<file path="config.mk">
export PLATFORM = sky130hd
export DESIGN_NAME = graphics_port_mode_detect
export DESIGN_NICKNAME = d
export VERILOG_FILES = /design/src/design/port_detect_pkg.sv /design/src/design/strap_capture.sv /design/src/design/graphics_port_mode_detect.sv
export SDC_FILE = /design/constraint.sdc
export NUM_CORES = 1
export LEC_CHECK = 0
export BUFFER_PORTS_ARGS = -buffer_cell sky130_fd_sc_hd__buf_2
export CAP_MARGIN = 30
export CORE_AREA = 2 2 74 76
export DETAILED_ROUTE_END_ITERATION = 16
export DIE_AREA = 0 0 76 78
export MAX_ROUTING_LAYER = met4
export PLACE_DENSITY_LB_ADDON = 0.3
export SLEW_MARGIN = 20
export SYNTH_ARGS = -nofsm -noshare
export SYNTH_HDL_FRONTEND = slang
export SYNTH_HIERARCHICAL = 1
export SYNTH_SLANG_ARGS = --single-unit
export TNS_END_PERCENT = 1
</file>
<file path="constraint.sdc">
create_clock -name sys_clk -period 3.2 [get_ports sys_clk]
set_clock_uncertainty 0.2 [all_clocks]
set_input_delay 0.48 -clock sys_clk [delete_from_list [all_inputs] [get_ports sys_clk]]
set_output_delay 0.48 -clock sys_clk [all_outputs]
set_load 0.1 [all_outputs]
</file>
<file path="src/design/port_detect_pkg.sv">
// Shared constants and types for the graphics port mode detect block.
// Assumes one 50 MHz clock and a synchronous active-low reset.
package port_detect_pkg;

  // Clock rate, for reference by timing users
  localparam int unsigned CLK_MHZ = 50;

  // Reference level threshold in millivolts (0.55 V)
  localparam int unsigned REF_W = 10;
  localparam logic [REF_W-1:0] THRESH_MV = 10'h226;

  // Register offsets on the plain register port
  localparam int unsigned ADDR_W = 8;
  localparam logic [ADDR_W-1:0] OFS_STATUS = 8'h00;
  localparam logic [ADDR_W-1:0] OFS_RATE = 8'h04;

  // Status register field positions
  localparam int unsigned ST_VALID = 0;
  localparam int unsigned ST_PORT_SEL = 1;
  localparam int unsigned ST_MODE_DET = 3;
  localparam int unsigned ST_LIVE = 4;
  localparam int unsigned ST_RATE_ERR = 5;
  localparam int unsigned ST_CMD_ERR = 6;
  localparam int unsigned ST_RATE_LSB = 8;
  localparam int unsigned ST_LOCK = 10;

  // Rate register field positions
  localparam int unsigned RT_RATE_LSB = 0;

  // Control signal positions on the nine-wire control vectors
  localparam int unsigned CTL_REQUEST = 0;
  localparam int unsigned CTL_GRANT = 1;
  localparam int unsigned CTL_DEVICE_SELECT = 2;
  localparam int unsigned CTL_FRAME = 3;
  localparam int unsigned CTL_INITIATOR_READY = 4;
  localparam int unsigned CTL_TARGET_READY = 5;
  localparam int unsigned CTL_STOP = 6;
  localparam int unsigned CTL_READ_FULL = 7;
  localparam int unsigned CTL_WRITE_FULL = 8;
  localparam int unsigned N_CTL = 9;

  // Sideband idle codes
  localparam logic [2:0] SBA_IDLE_LEGACY = 3'h7;
  localparam logic [2:0] SBA_IDLE_NEWER = 3'h0;

  typedef enum logic [1:0] {RATE_1X, RATE_2X, RATE_4X, RATE_8X} rate_t;

  // Rate in force until software chooses; legal in both modes
  localparam rate_t RATE_RST = RATE_4X;

  typedef struct packed {
    logic valid;
    logic port_sel;
    logic mode_det;
  } strap_t;

  typedef struct packed {
    logic mode_newer;
    logic ctrl_active_high;
    logic sba_inverted;
    logic [2:0] sba_idle_code;
    logic cmd_inverted;
    logic strobe_first_second;
    logic dbi_tx;
    logic dbi_rx;
    logic calib;
    logic pipe_allowed;
    logic newer_cmds;
    rate_t rate;
  } conv_t;

endpackage

</file>
<file path="src/design/strap_capture.sv">
// Captures the two strap bits once, at the first rising edge of power good.
// Assumes power good and the pin level are synchronous to sys_clk.
module strap_capture
  import port_detect_pkg::*;
(
  input wire logic sys_clk,
  input wire logic rst_b,
  input wire logic power_good,
  input wire logic detect_live,
  input wire logic parity_display_detect_pin,
  output strap_t straps
);

  logic pg_q, pg_d;
  strap_t strap_q, strap_d;

  always_comb begin
    pg_d = power_good;
    strap_d = strap_q;
    if (power_good && !pg_q && !strap_q.valid) begin
      strap_d.valid = 1'b1;
      strap_d.mode_det = detect_live;
      strap_d.port_sel = parity_display_detect_pin | detect_live;
    end
  end

  always_ff @(posedge sys_clk) begin
    if (!rst_b) begin
      pg_q <= 1'b0;
      strap_q <= '0;
    end else begin
      pg_q <= pg_d;
      strap_q <= strap_d;
    end
  end

  assign straps = strap_q;

endmodule

</file>
<file path="src/design/graphics_port_mode_detect.sv">
// What this block does
// - newer mode offers 8X and 4X fallback
// - newer 4X keeps all newer protocol features except transmit bus inversion
// - two-times rate never implemented
// - control signals low legacy, high newer
// - sideband normal 111 legacy, inverted 000
// - detect asserted when reference below 0.55 V
// - live detect chooses pull-up or termination
// - power good latches pin into port select
// - power good latches detect into status
// - detect bit ignored when video selected
// - legacy card latches graphics, legacy mode
// - detect one forces graphics port select
// - mode fixed once latched at power good, until reset
//
// Top of the graphics port mode detect block: reference comparator,
// strap capture, per-mode signaling conventions and a small register
// port. Inputs are synchronous to sys_clk; the reference level arrives
// as a millivolt code from an external converter.
//
// Added by the designer: the strobed register port and the address map.
module graphics_port_mode_detect
  import port_detect_pkg::*;
#(
  parameter int unsigned SBA_W = 8
)
(
  input wire logic sys_clk,
  input wire logic rst_b,
  input wire logic power_good,
  input wire logic [REF_W-1:0] sensed_reference_input,
  input wire logic parity_display_detect_pin,
  output logic parity_pull_up_en,
  output logic parity_term_low_en,
  output logic graphics_not_video_select,
  output conv_t conv,
  input wire logic [N_CTL-1:0] ctrl_pin_in,
  output logic [N_CTL-1:0] ctrl_active,
  input wire logic [N_CTL-1:0] ctrl_active_in,
  output logic [N_CTL-1:0] ctrl_pin_out,
  input wire logic [SBA_W-1:0] sba_pin_in,
  output logic [SBA_W-1:0] sba_value,
  output logic sba_idle,
  input wire logic cmd_valid,
  input wire logic [3:0] cmd_code,
  output logic cmd_ok,
  input wire logic [ADDR_W-1:0] reg_addr,
  input wire logic [31:0] reg_wdata,
  input wire logic reg_wr,
  input wire logic reg_rd,
  output logic [31:0] reg_rdata
);

  function automatic logic rate_legal(rate_t r, logic newer);
    if (newer) begin
      rate_legal = (r == RATE_4X) || (r == RATE_8X);
    end else begin
      rate_legal = (r == RATE_1X) || (r == RATE_4X);
    end
  endfunction

  function automatic logic cmd_legal(logic [3:0] c, logic newer);
    unique case (c)
      4'h0, 4'h4, 4'ha, 4'hc: cmd_legal = 1'b1;
      4'h1, 4'h5, 4'h8, 4'h9: cmd_legal = !newer;
      default: cmd_legal = 1'b0;
    endcase
  endfunction

  strap_t straps;
  logic live_q, live_d;
  rate_t rate_q, rate_d;
  logic lock_q, lock_d;
  logic rate_err_q, rate_err_d;
  logic cmd_err_q, cmd_err_d;
  logic cmd_ok_q, cmd_ok_d;
  logic [31:0] rdata_q, rdata_d;
  conv_t conv_q, conv_d;
  logic [N_CTL-1:0] act_q, act_d, pin_q, pin_d;
  logic [SBA_W-1:0] sba_q, sba_d;
  logic idle_q, idle_d;
  logic newer;
  logic rate_wr, stat_wr;
  rate_t wr_rate;

  assign live_d = sensed_reference_input < THRESH_MV;

  strap_capture u_strap (
    .sys_clk(sys_clk),
    .rst_b(rst_b),
    .power_good(power_good),
    .detect_live(live_q),
    .parity_display_detect_pin(parity_display_detect_pin),
    .straps(straps)
  );

  // detect counts only with the graphics port selected
  assign newer = straps.valid & straps.port_sel & straps.mode_det;

  // Signaling conventions
  always_comb begin
    conv_d = '0;
    conv_d.rate = rate_q;
    conv_d.mode_newer = newer;
    conv_d.ctrl_active_high = newer;
    conv_d.sba_inverted = newer;
    conv_d.sba_idle_code = newer ? SBA_IDLE_NEWER : SBA_IDLE_LEGACY;
    // pipe only legacy; newer strobes and command polarity
    conv_d.pipe_allowed = !newer;
    conv_d.cmd_inverted = newer;
    conv_d.strobe_first_second = newer;
    // transmit inversion only at newer 8X; newer 4X keeps the rest
    conv_d.dbi_tx = newer && (rate_q == RATE_8X);
    conv_d.dbi_rx = newer;
    conv_d.calib = newer;
    conv_d.newer_cmds = newer;
  end

  assign act_d = ctrl_pin_in ^ {N_CTL{~conv_q.ctrl_active_high}};
  assign pin_d = ctrl_active_in ^ {N_CTL{~conv_q.ctrl_active_high}};
  assign sba_d = sba_pin_in ^ {SBA_W{conv_q.sba_inverted}};
  assign idle_d = conv_q.sba_inverted ? (sba_pin_in == '0)
                                      : (sba_pin_in == '1);

  // Register port and rate control
  assign rate_wr = reg_wr && (reg_addr == OFS_RATE);
  assign stat_wr = reg_wr && (reg_addr == OFS_STATUS);
  assign wr_rate = rate_t'(reg_wdata[RT_RATE_LSB +: 2]);

  always_comb begin
    rate_d = rate_q;
    lock_d = lock_q;
    rate_err_d = rate_err_q & ~(stat_wr & reg_wdata[ST_RATE_ERR]);
    cmd_err_d = cmd_err_q & ~(stat_wr & reg_wdata[ST_CMD_ERR]);
    cmd_ok_d = 1'b0;
    if (rate_wr) begin
      // software picks a legal rate once: 8X or 4X newer, 1X or 4X legacy
      if (straps.valid && !lock_q && rate_legal(wr_rate, newer)) begin
        rate_d = wr_rate;
        lock_d = 1'b1;
      end else begin
        rate_err_d = 1'b1;
      end
    end
    if (cmd_valid) begin
      cmd_ok_d = straps.valid && cmd_legal(cmd_code, newer);
      if (!cmd_ok_d) begin
        cmd_err_d = 1'b1;
      end
    end
  end

  always_comb begin
    rdata_d = 32'h0;
    if (reg_rd) begin
      unique case (reg_addr)
        OFS_STATUS: begin
          rdata_d[ST_VALID] = straps.valid;
          rdata_d[ST_PORT_SEL] = straps.port_sel;
          rdata_d[ST_MODE_DET] = straps.mode_det;
          rdata_d[ST_LIVE] = live_q;
          rdata_d[ST_RATE_ERR] = rate_err_q;
          rdata_d[ST_CMD_ERR] = cmd_err_q;
          rdata_d[ST_RATE_LSB +: 2] = rate_q;
          rdata_d[ST_LOCK] = lock_q;
        end
        OFS_RATE: rdata_d[RT_RATE_LSB +: 2] = rate_q;
        default: rdata_d = 32'h0;
      endcase
    end
  end

  always_ff @(posedge sys_clk) begin
    if (!rst_b) begin
      live_q <= 1'b0;
      rate_q <= RATE_RST;
      lock_q <= 1'b0;
      rate_err_q <= 1'b0;
      cmd_err_q <= 1'b0;
      cmd_ok_q <= 1'b0;
      rdata_q <= 32'h0;
      conv_q <= '0;
      act_q <= '0;
      pin_q <= '1;
      sba_q <= '0;
      idle_q <= 1'b0;
    end else begin
      live_q <= live_d;
      rate_q <= rate_d;
      lock_q <= lock_d;
      rate_err_q <= rate_err_d;
      cmd_err_q <= cmd_err_d;
      cmd_ok_q <= cmd_ok_d;
      rdata_q <= rdata_d;
      conv_q <= conv_d;
      act_q <= act_d;
      pin_q <= pin_d;
      sba_q <= sba_d;
      idle_q <= idle_d;
    end
  end

  assign parity_pull_up_en = ~live_q;
  assign parity_term_low_en = live_q;
  // legacy card leaves graphics selected with legacy mode
  assign graphics_not_video_select = straps.valid ? straps.port_sel : 1'b1;
  assign conv = conv_q;
  assign ctrl_active = act_q;
  assign ctrl_pin_out = pin_q;
  assign sba_value = sba_q;
  assign sba_idle = idle_q;
  assign cmd_ok = cmd_ok_q;
  assign reg_rdata = rdata_q;
endmodule

</file>
==> results of run 1 <==
## report_power, final
part | internal, mW | leakage [nW] | total (mW) | switching (mW)
registers | 0.671 | 0.429 | 0.682 | 0.0111
logic | 0.0656 | 0.917 | 0.412 | 0.346
clock network | 0.276 | 0.0645 | 0.479 | 0.203
## layer usage
layer / up-vias / track usage / part of all wire
li1: 863 / - / -
met1: 754 / 0.152 / 0.42
met2: 81 / 0.249 / 0.49
met3: 2 / 0.0535 / 0.088
met4: 0 / 0.0527 / 0.0015
met5: - / - / 0
## final cells by class
cell class                 instances  area [sq um]
fill                             495          2330
sequential                        52          1040
multi-input combinational        145           876
timing repair buffer             112           561
clock buffer                       7          96.3
tap                               70          87.6
clock inverter                     1          30.0
inverter                           6          22.5
## worst paths after layout
path	from	end	slack, ns	cells past startpoint
hold reg to reg	rate_q[0]	conv[6]	0.25	2
setup reg to reg	conv[2]	sba_idle	1.60	2
hold / removal	sensed_reference_input[9]	parity_term_low_en	0.15	2
setup / recovery	conv[2]	conv[4]	0.74	1
## state kept, by name (all words and copies together) (netlist names)
name,cells
sba_value,8
rate_q,2
u_strap/pg_q,1
parity_term_low_en,1
reg_rdata,9
u_strap/straps,3
ctrl_pin_out,9
rate_err_q,1
ctrl_active,9
lock_q,1
cmd_ok,1
sba_idle,1
conv,5
cmd_err_q,1
## cells in the mapped netlist (2+ instances only)
master and instances:
a21oi_1 4, and2_1 6, and3_4 2, buf_2 3, buf_4 34, clkbuf_1 3, dfxtp_1 52, inv_1 6
mux2i_1 5, nand2_1 18, nand3_1 3, nand4_1 3, nor2_1 26, nor2b_1 3, nor3_1 4, nor4_1 2
o21a_1 3, o21ai_0 4, xnor2_1 8, xor2_1 18
## logic make-up (layout without fill, tap and decap cells)
family          count (synthesis)  count (layout)
mux                             5               5
buf+inv                        47             126
xor+xnor                       26              26
simple gates                   73              73
compound gates                 18              18
flops                          52              52
other cells                     1              23
## per-stage QoR
step | utilization | instances | worst slack (ns)
after floorplan | - | 244 | 0.863
after global placement | 0.513 | 385 | 1.05
after detailed placement | 0.513 | 385 | 1.05
after CTS | 0.538 | 393 | 0.707
after global routing | 0.538 | 393 | 0.623
final | 0.538 | 393 | 0.745
==> metrics.yaml, run 1 <==
clock_network:
  clk_pin_slew_worst_paths_ns: 0.09
  cts_buffers: 5
  clockRootBuffer: "clkbuf_8"
  cts_buffer_depth: 2
  cts_sinks: 52
  ctsResizeCount: 0
  insertion_delay_ns: 0.30
  ctsHoldBuffers: 0
  htreeDepth: 2
  cts_tree: "done"
  cts_setup_buffers: 0
final_layout:
  layout_commonest_cell: "buf_2"
  final_area_sq_um: 2720
  most-common-layout-cells: "buf_2 (112), dfxtp_1 (51), nor2_1 (26)"
  area_growth_pct: 26.3
  n_antenna_cell: 0
  drive_gt1_frac: 0.390
  fin_nets: 409
worst_setup_path:
  critPathRequiredTime_ns: 2.52
  path_buf_inv: 1
  crit_path_start_kind: "flop"
  critical_path_class: "reg2out"
  path_cells: "buf_2"
  worstPathArrival_ns: 1.78
  cp-end-kind: "primary output"
  cp_max_fo: 36
  critPathSlowestCell: "dfxtp_2"
  max_stage_delay_ns: 0.91
  path_delay_family: "flip-flops"
pwr:
  p_per_area_nw_per_um2: 579
  ir_drop_v: 0.000317
  p_leak_nw: 1.41
  total_power_mw: 1.57
sta:
  timing.slew.headroom: 0.424
  finalCritPeriodShare: 0.767
  tightest_slew_ns: 0.864
  maxSlewViolCount: 0
  whs_ns: 0.147
  fmaxAchievable_ghz: 0.407
  tns_ns: 0
  fin_crit_ns: 2.46
  rsz0062_at_grt: "false"
  setup_viol: 0
  hold_violations: 0
routing:
  wl_um: 4090
  ant_nets: 0
  drt_first_iter_violations: 67
  drc_errors: 0
  viasPerCell: 4.33
  drt_pass1_iterations: 4
  routedWlPerCell_um: 10.4
  vias: 1700
place:
  place.gp.congestion: 0.801
  place_area_sq_um: 2590
  numPortBuffers: 112
  detailed_place_hpwl_um: 3120
global_routing:
  grt_pass1_wl_um: 6620
  grt_usage: 0.144
  antenna_found_initial: 0
  grt_max_degree: 37
  grt_overflow: 0
  grt_pass1_vias: 1508
synth:
  synth-seq-cells: 52
  async_reset_ff_frac: 0
  synthMuxAreaShare: 0.0233
  synthXorXnorAreaFrac: 0.106
  synthFlopType: "dfxtp_1"
  yosys.area.top_type_share: 0.484
  synth-simple-area-share: 0.176
  synth_top_family_by_area: "simple AND/OR/NAND/NOR gates"
  synth_area_leaders: "dfxtp_1 (48%), buf_4 (12%), xor2_1 (7.3%), nor2_1 (4.5%), xnor2_1 (3.3%)"
  synth_fa_ha_area_frac: 0
  synth_warnings: 6
  yosysSeqAreaShare: 0.484
  syn_avg_cell_area_sq_um: 9.68
  synth_largest_area_cell: "dfxtp_1"
  ys_types: 35
  synth_area_sq_um: 2150
  synth_compound_area_frac: 0.0617
  synthCells: 222
  synth_edf_count: 0
floorplanning:
  dieArea_sq_um: 5930
  fp-row-count: 26
  core_area_sq_um: 5040
  initial_core_util: 0.426
  die_w_um: 76
  die_y_um: 78
  io_pins: 165
outcome:
  status: "finished clean"
run:
  maxCapViolCount: 0
worst_hold_path:
  worstHoldPathType: "in2reg"
Power figures use the tool's default switching activity.
==> run 2: changes to the inputs <==
Settings changed: ABC_AREA set to 1, CORE_AREA 2 2 74 76 to 2 2 82 84, DIE_AREA 0 0 76 78 to 0 0 84 86.
Clock period 3.2 ns to 2.2 ns, I/O delays scaled along.
==> metrics.yaml, run 2 <==
synth:
  syn_avg_cell_area_sq_um: 7.86
  yosysSeqAreaShare: 0.468
  synth_area_leaders: "dfxtp_1 (47%), buf_4 (11%), nand2_1 (7.1%), nor2_1 (5.9%), inv_1 (5.7%)"
  yosys.area.top_type_share: 0.468
  synth_warnings: 6
  synth_most_common_cell: "dfxtp_1"
  async_reset_ff_frac: 0
  synth_area_sq_um: 2220
  ys_types: 26
  synthCells: 283
  synth_edf_count: 0
  synthTopCellsByCount: "dfxtp_1 (52), nand2_1 (42), nor2_1 (35)"
  synthFlopType: "dfxtp_1"
  synth-seq-cells: 52
  synth_largest_area_cell: "dfxtp_1"
worst_setup_path:
  r2r-start: "u_strap/straps[2]"
  critical_path_class: "reg2out"
  worstPathArrival_ns: 1.24
  r2r_slack_ns: 0.68
  crit_path_start_kind: "flop"
  max_stage_delay_ns: 0.42
  path_cells: "inv_1, nand2_1, buf_2"
  critPathRequiredTime_ns: 1.67
  cp-end-kind: "primary output"
  cp_max_fo: 4
  critPathSlowestCell: "buf_2"
  cp-startpoint: "u_strap/straps[1]"
routing:
  dr_wl_met2_um: 2190
  highest_layer: "met4"
  vias: 1936
  ant_nets: 0
  drt_first_iter_violations: 69
  drt-met1-wl_um: 1900
  drc_errors: 0
  drt_pass1_iterations: 4
  routedWlPerCell_um: 9.58
  viasPerCell: 4.17
  met3_length_um: 294
  wl_um: 4440
sta:
  fmaxAchievable_ghz: 0.564
  fin_crit_ns: 1.77
  whs_ns: 0.0156
  finalCritPeriodShare: 0.806
  hold_violations: 0
  maxSlewViolCount: 0
  rsz0062_at_grt: "false"
  setup_viol: 0
  tns_ns: 0
pwr:
  p_switching_uw: 831
  switching_share: 0.384
  p_clk_frac: 0.248
  p_leak_nw: 1.52
  sequentialPowerShare: 0.459
  combPwrFrac: 0.293
  p_per_area_nw_per_um2: 743
  p_int_mw: 1.33
  ir_drop_v: 0.000347
final_layout:
  final_cells: 464
  n_antenna_cell: 0
  most-common-layout-cells: "buf_2 (104), dfxtp_1 (52), nand2_1 (42)"
  drive_gt1_frac: 0.339
  fin_nets: 473
  layout_commonest_cell: "buf_2"
  area_growth_pct: 31.0
  final_area_sq_um: 2910
floorplanning:
  die_w_um: 84
  core_area_sq_um: 6280
  fp-row-count: 29
  die_y_um: 86
  dieArea_sq_um: 7220
  initial_core_util: 0.354
  io_pins: 165
place:
  numPortBuffers: 112
  place.gp.congestion: 0.757
  place_area_sq_um: 2810
  dp_cells: 455
  detailed_place_hpwl_um: 3510
outcome:
  status: "finished clean"
global_routing:
  grt_pass1_wl_um: 7330
  antenna_found_initial: 0
  grt_usage: 0.127
  grt_pass1_vias: 1739
  grt_max_degree: 42
  grt_overflow: 0
worst_hold_path:
  min_from: "ctrl_active_in[2]"
  worstHoldPathType: "in2reg"
clock_network:
  insertion_delay_ns: 0.29
  ctsResizeCount: 0
  clockRootBuffer: "clkbuf_8"
  htreeDepth: 2
  cts_buffer_depth: 2
  clk_pin_slew_worst_paths_ns: 0.08
  cts_tree: "done"
  cts_buffers: 5
  cts_sinks: 52
run:
  maxCapViolCount: 0
-- run 2: cell types whose count changed after synthesis, sizes merged, moves of 5 or more --
cell / change
o21ai: +10
xnor2: -6
mux2i: -5
xor2: -9
inv: +29
and2: -6
nand3: +13
nand2: +25
nor2: +15
a21oi: +14
-- run 2: worst paths after layout --
kind,depth (start not counted),end
setup / recovery,3,graphics_not_video_select
hold reg to reg,2,reg_rdata[5]
hold / removal,2,ctrl_pin_out[2]
setup reg to reg,7,rate_q[1]
-- run 2: what timing repair did --
item | CTS | global route
hold buffers | 1 | 0
setup endpoints to repair | 0 | 0
hold endpoints to repair | 1 | 0
buffers inserted | 0 | 0
-- run 2: kinds of logic after synthesis --
group                  count (synthesis)  synth area share
flip-flops                            52             0.468
XOR/XNOR                              11            0.0433
buffers and inverters                 76             0.191
AO/OA/AOI/OAI                         35            0.0827
other                                  1           0.00169
AND/OR/NAND/NOR                      108             0.213
-- run 2: layout make-up --
class | instances | area (sq um)
Fill cell | 636 | 3360
Sequential cell | 52 | 1040
Multi-Input combinational cell | 177 | 841
Timing Repair Buffer | 114 | 711
Inverter | 36 | 135
Tap cell | 77 | 96.3
Clock buffer | 8 | 90.1
-- run 2: metal layers --
metal / vias up / GRT usage
li1: 1023 / -
met1: 826 / 0.141
met2: 82 / 0.232
met3: 5 / 0.0154
met4: 0 / 0.0484
met5: - / -
-- run 2: through the flow --
| stage | total power, mW | setup slack, ns | utilization |
|---|---|---|---|
| after CTS | 2.20 | 0.411 | 0.464 |
| after global routing | 2.26 | 0.330 | 0.464 |
| after global placement | 1.65 | 0.613 | 0.448 |
| after detailed placement | 1.65 | 0.616 | 0.448 |
| after floorplan | 1.57 | 0.0142 | - |
| final | 2.16 | 0.427 | 0.464 |
-- run 2: critical path: cells and delay by family (launching register included) --
family,cells,cell delay [ns]
flops,1,0.39
simple gates,1,0.05
buf+inv,2,0.50
-- run 2: power by group through the flow --
stage          Combinational, mW  Clock (mW)  Sequential, mW
2_1_floorplan              0.337           0            1.24
3_3_place_gp               0.631           0            1.02
3_5_place_dp               0.634           0            1.02
4_1_cts                    0.636       0.568           0.995
5_1_grt                    0.664       0.599            1.00
6_report                   0.634       0.536           0.994
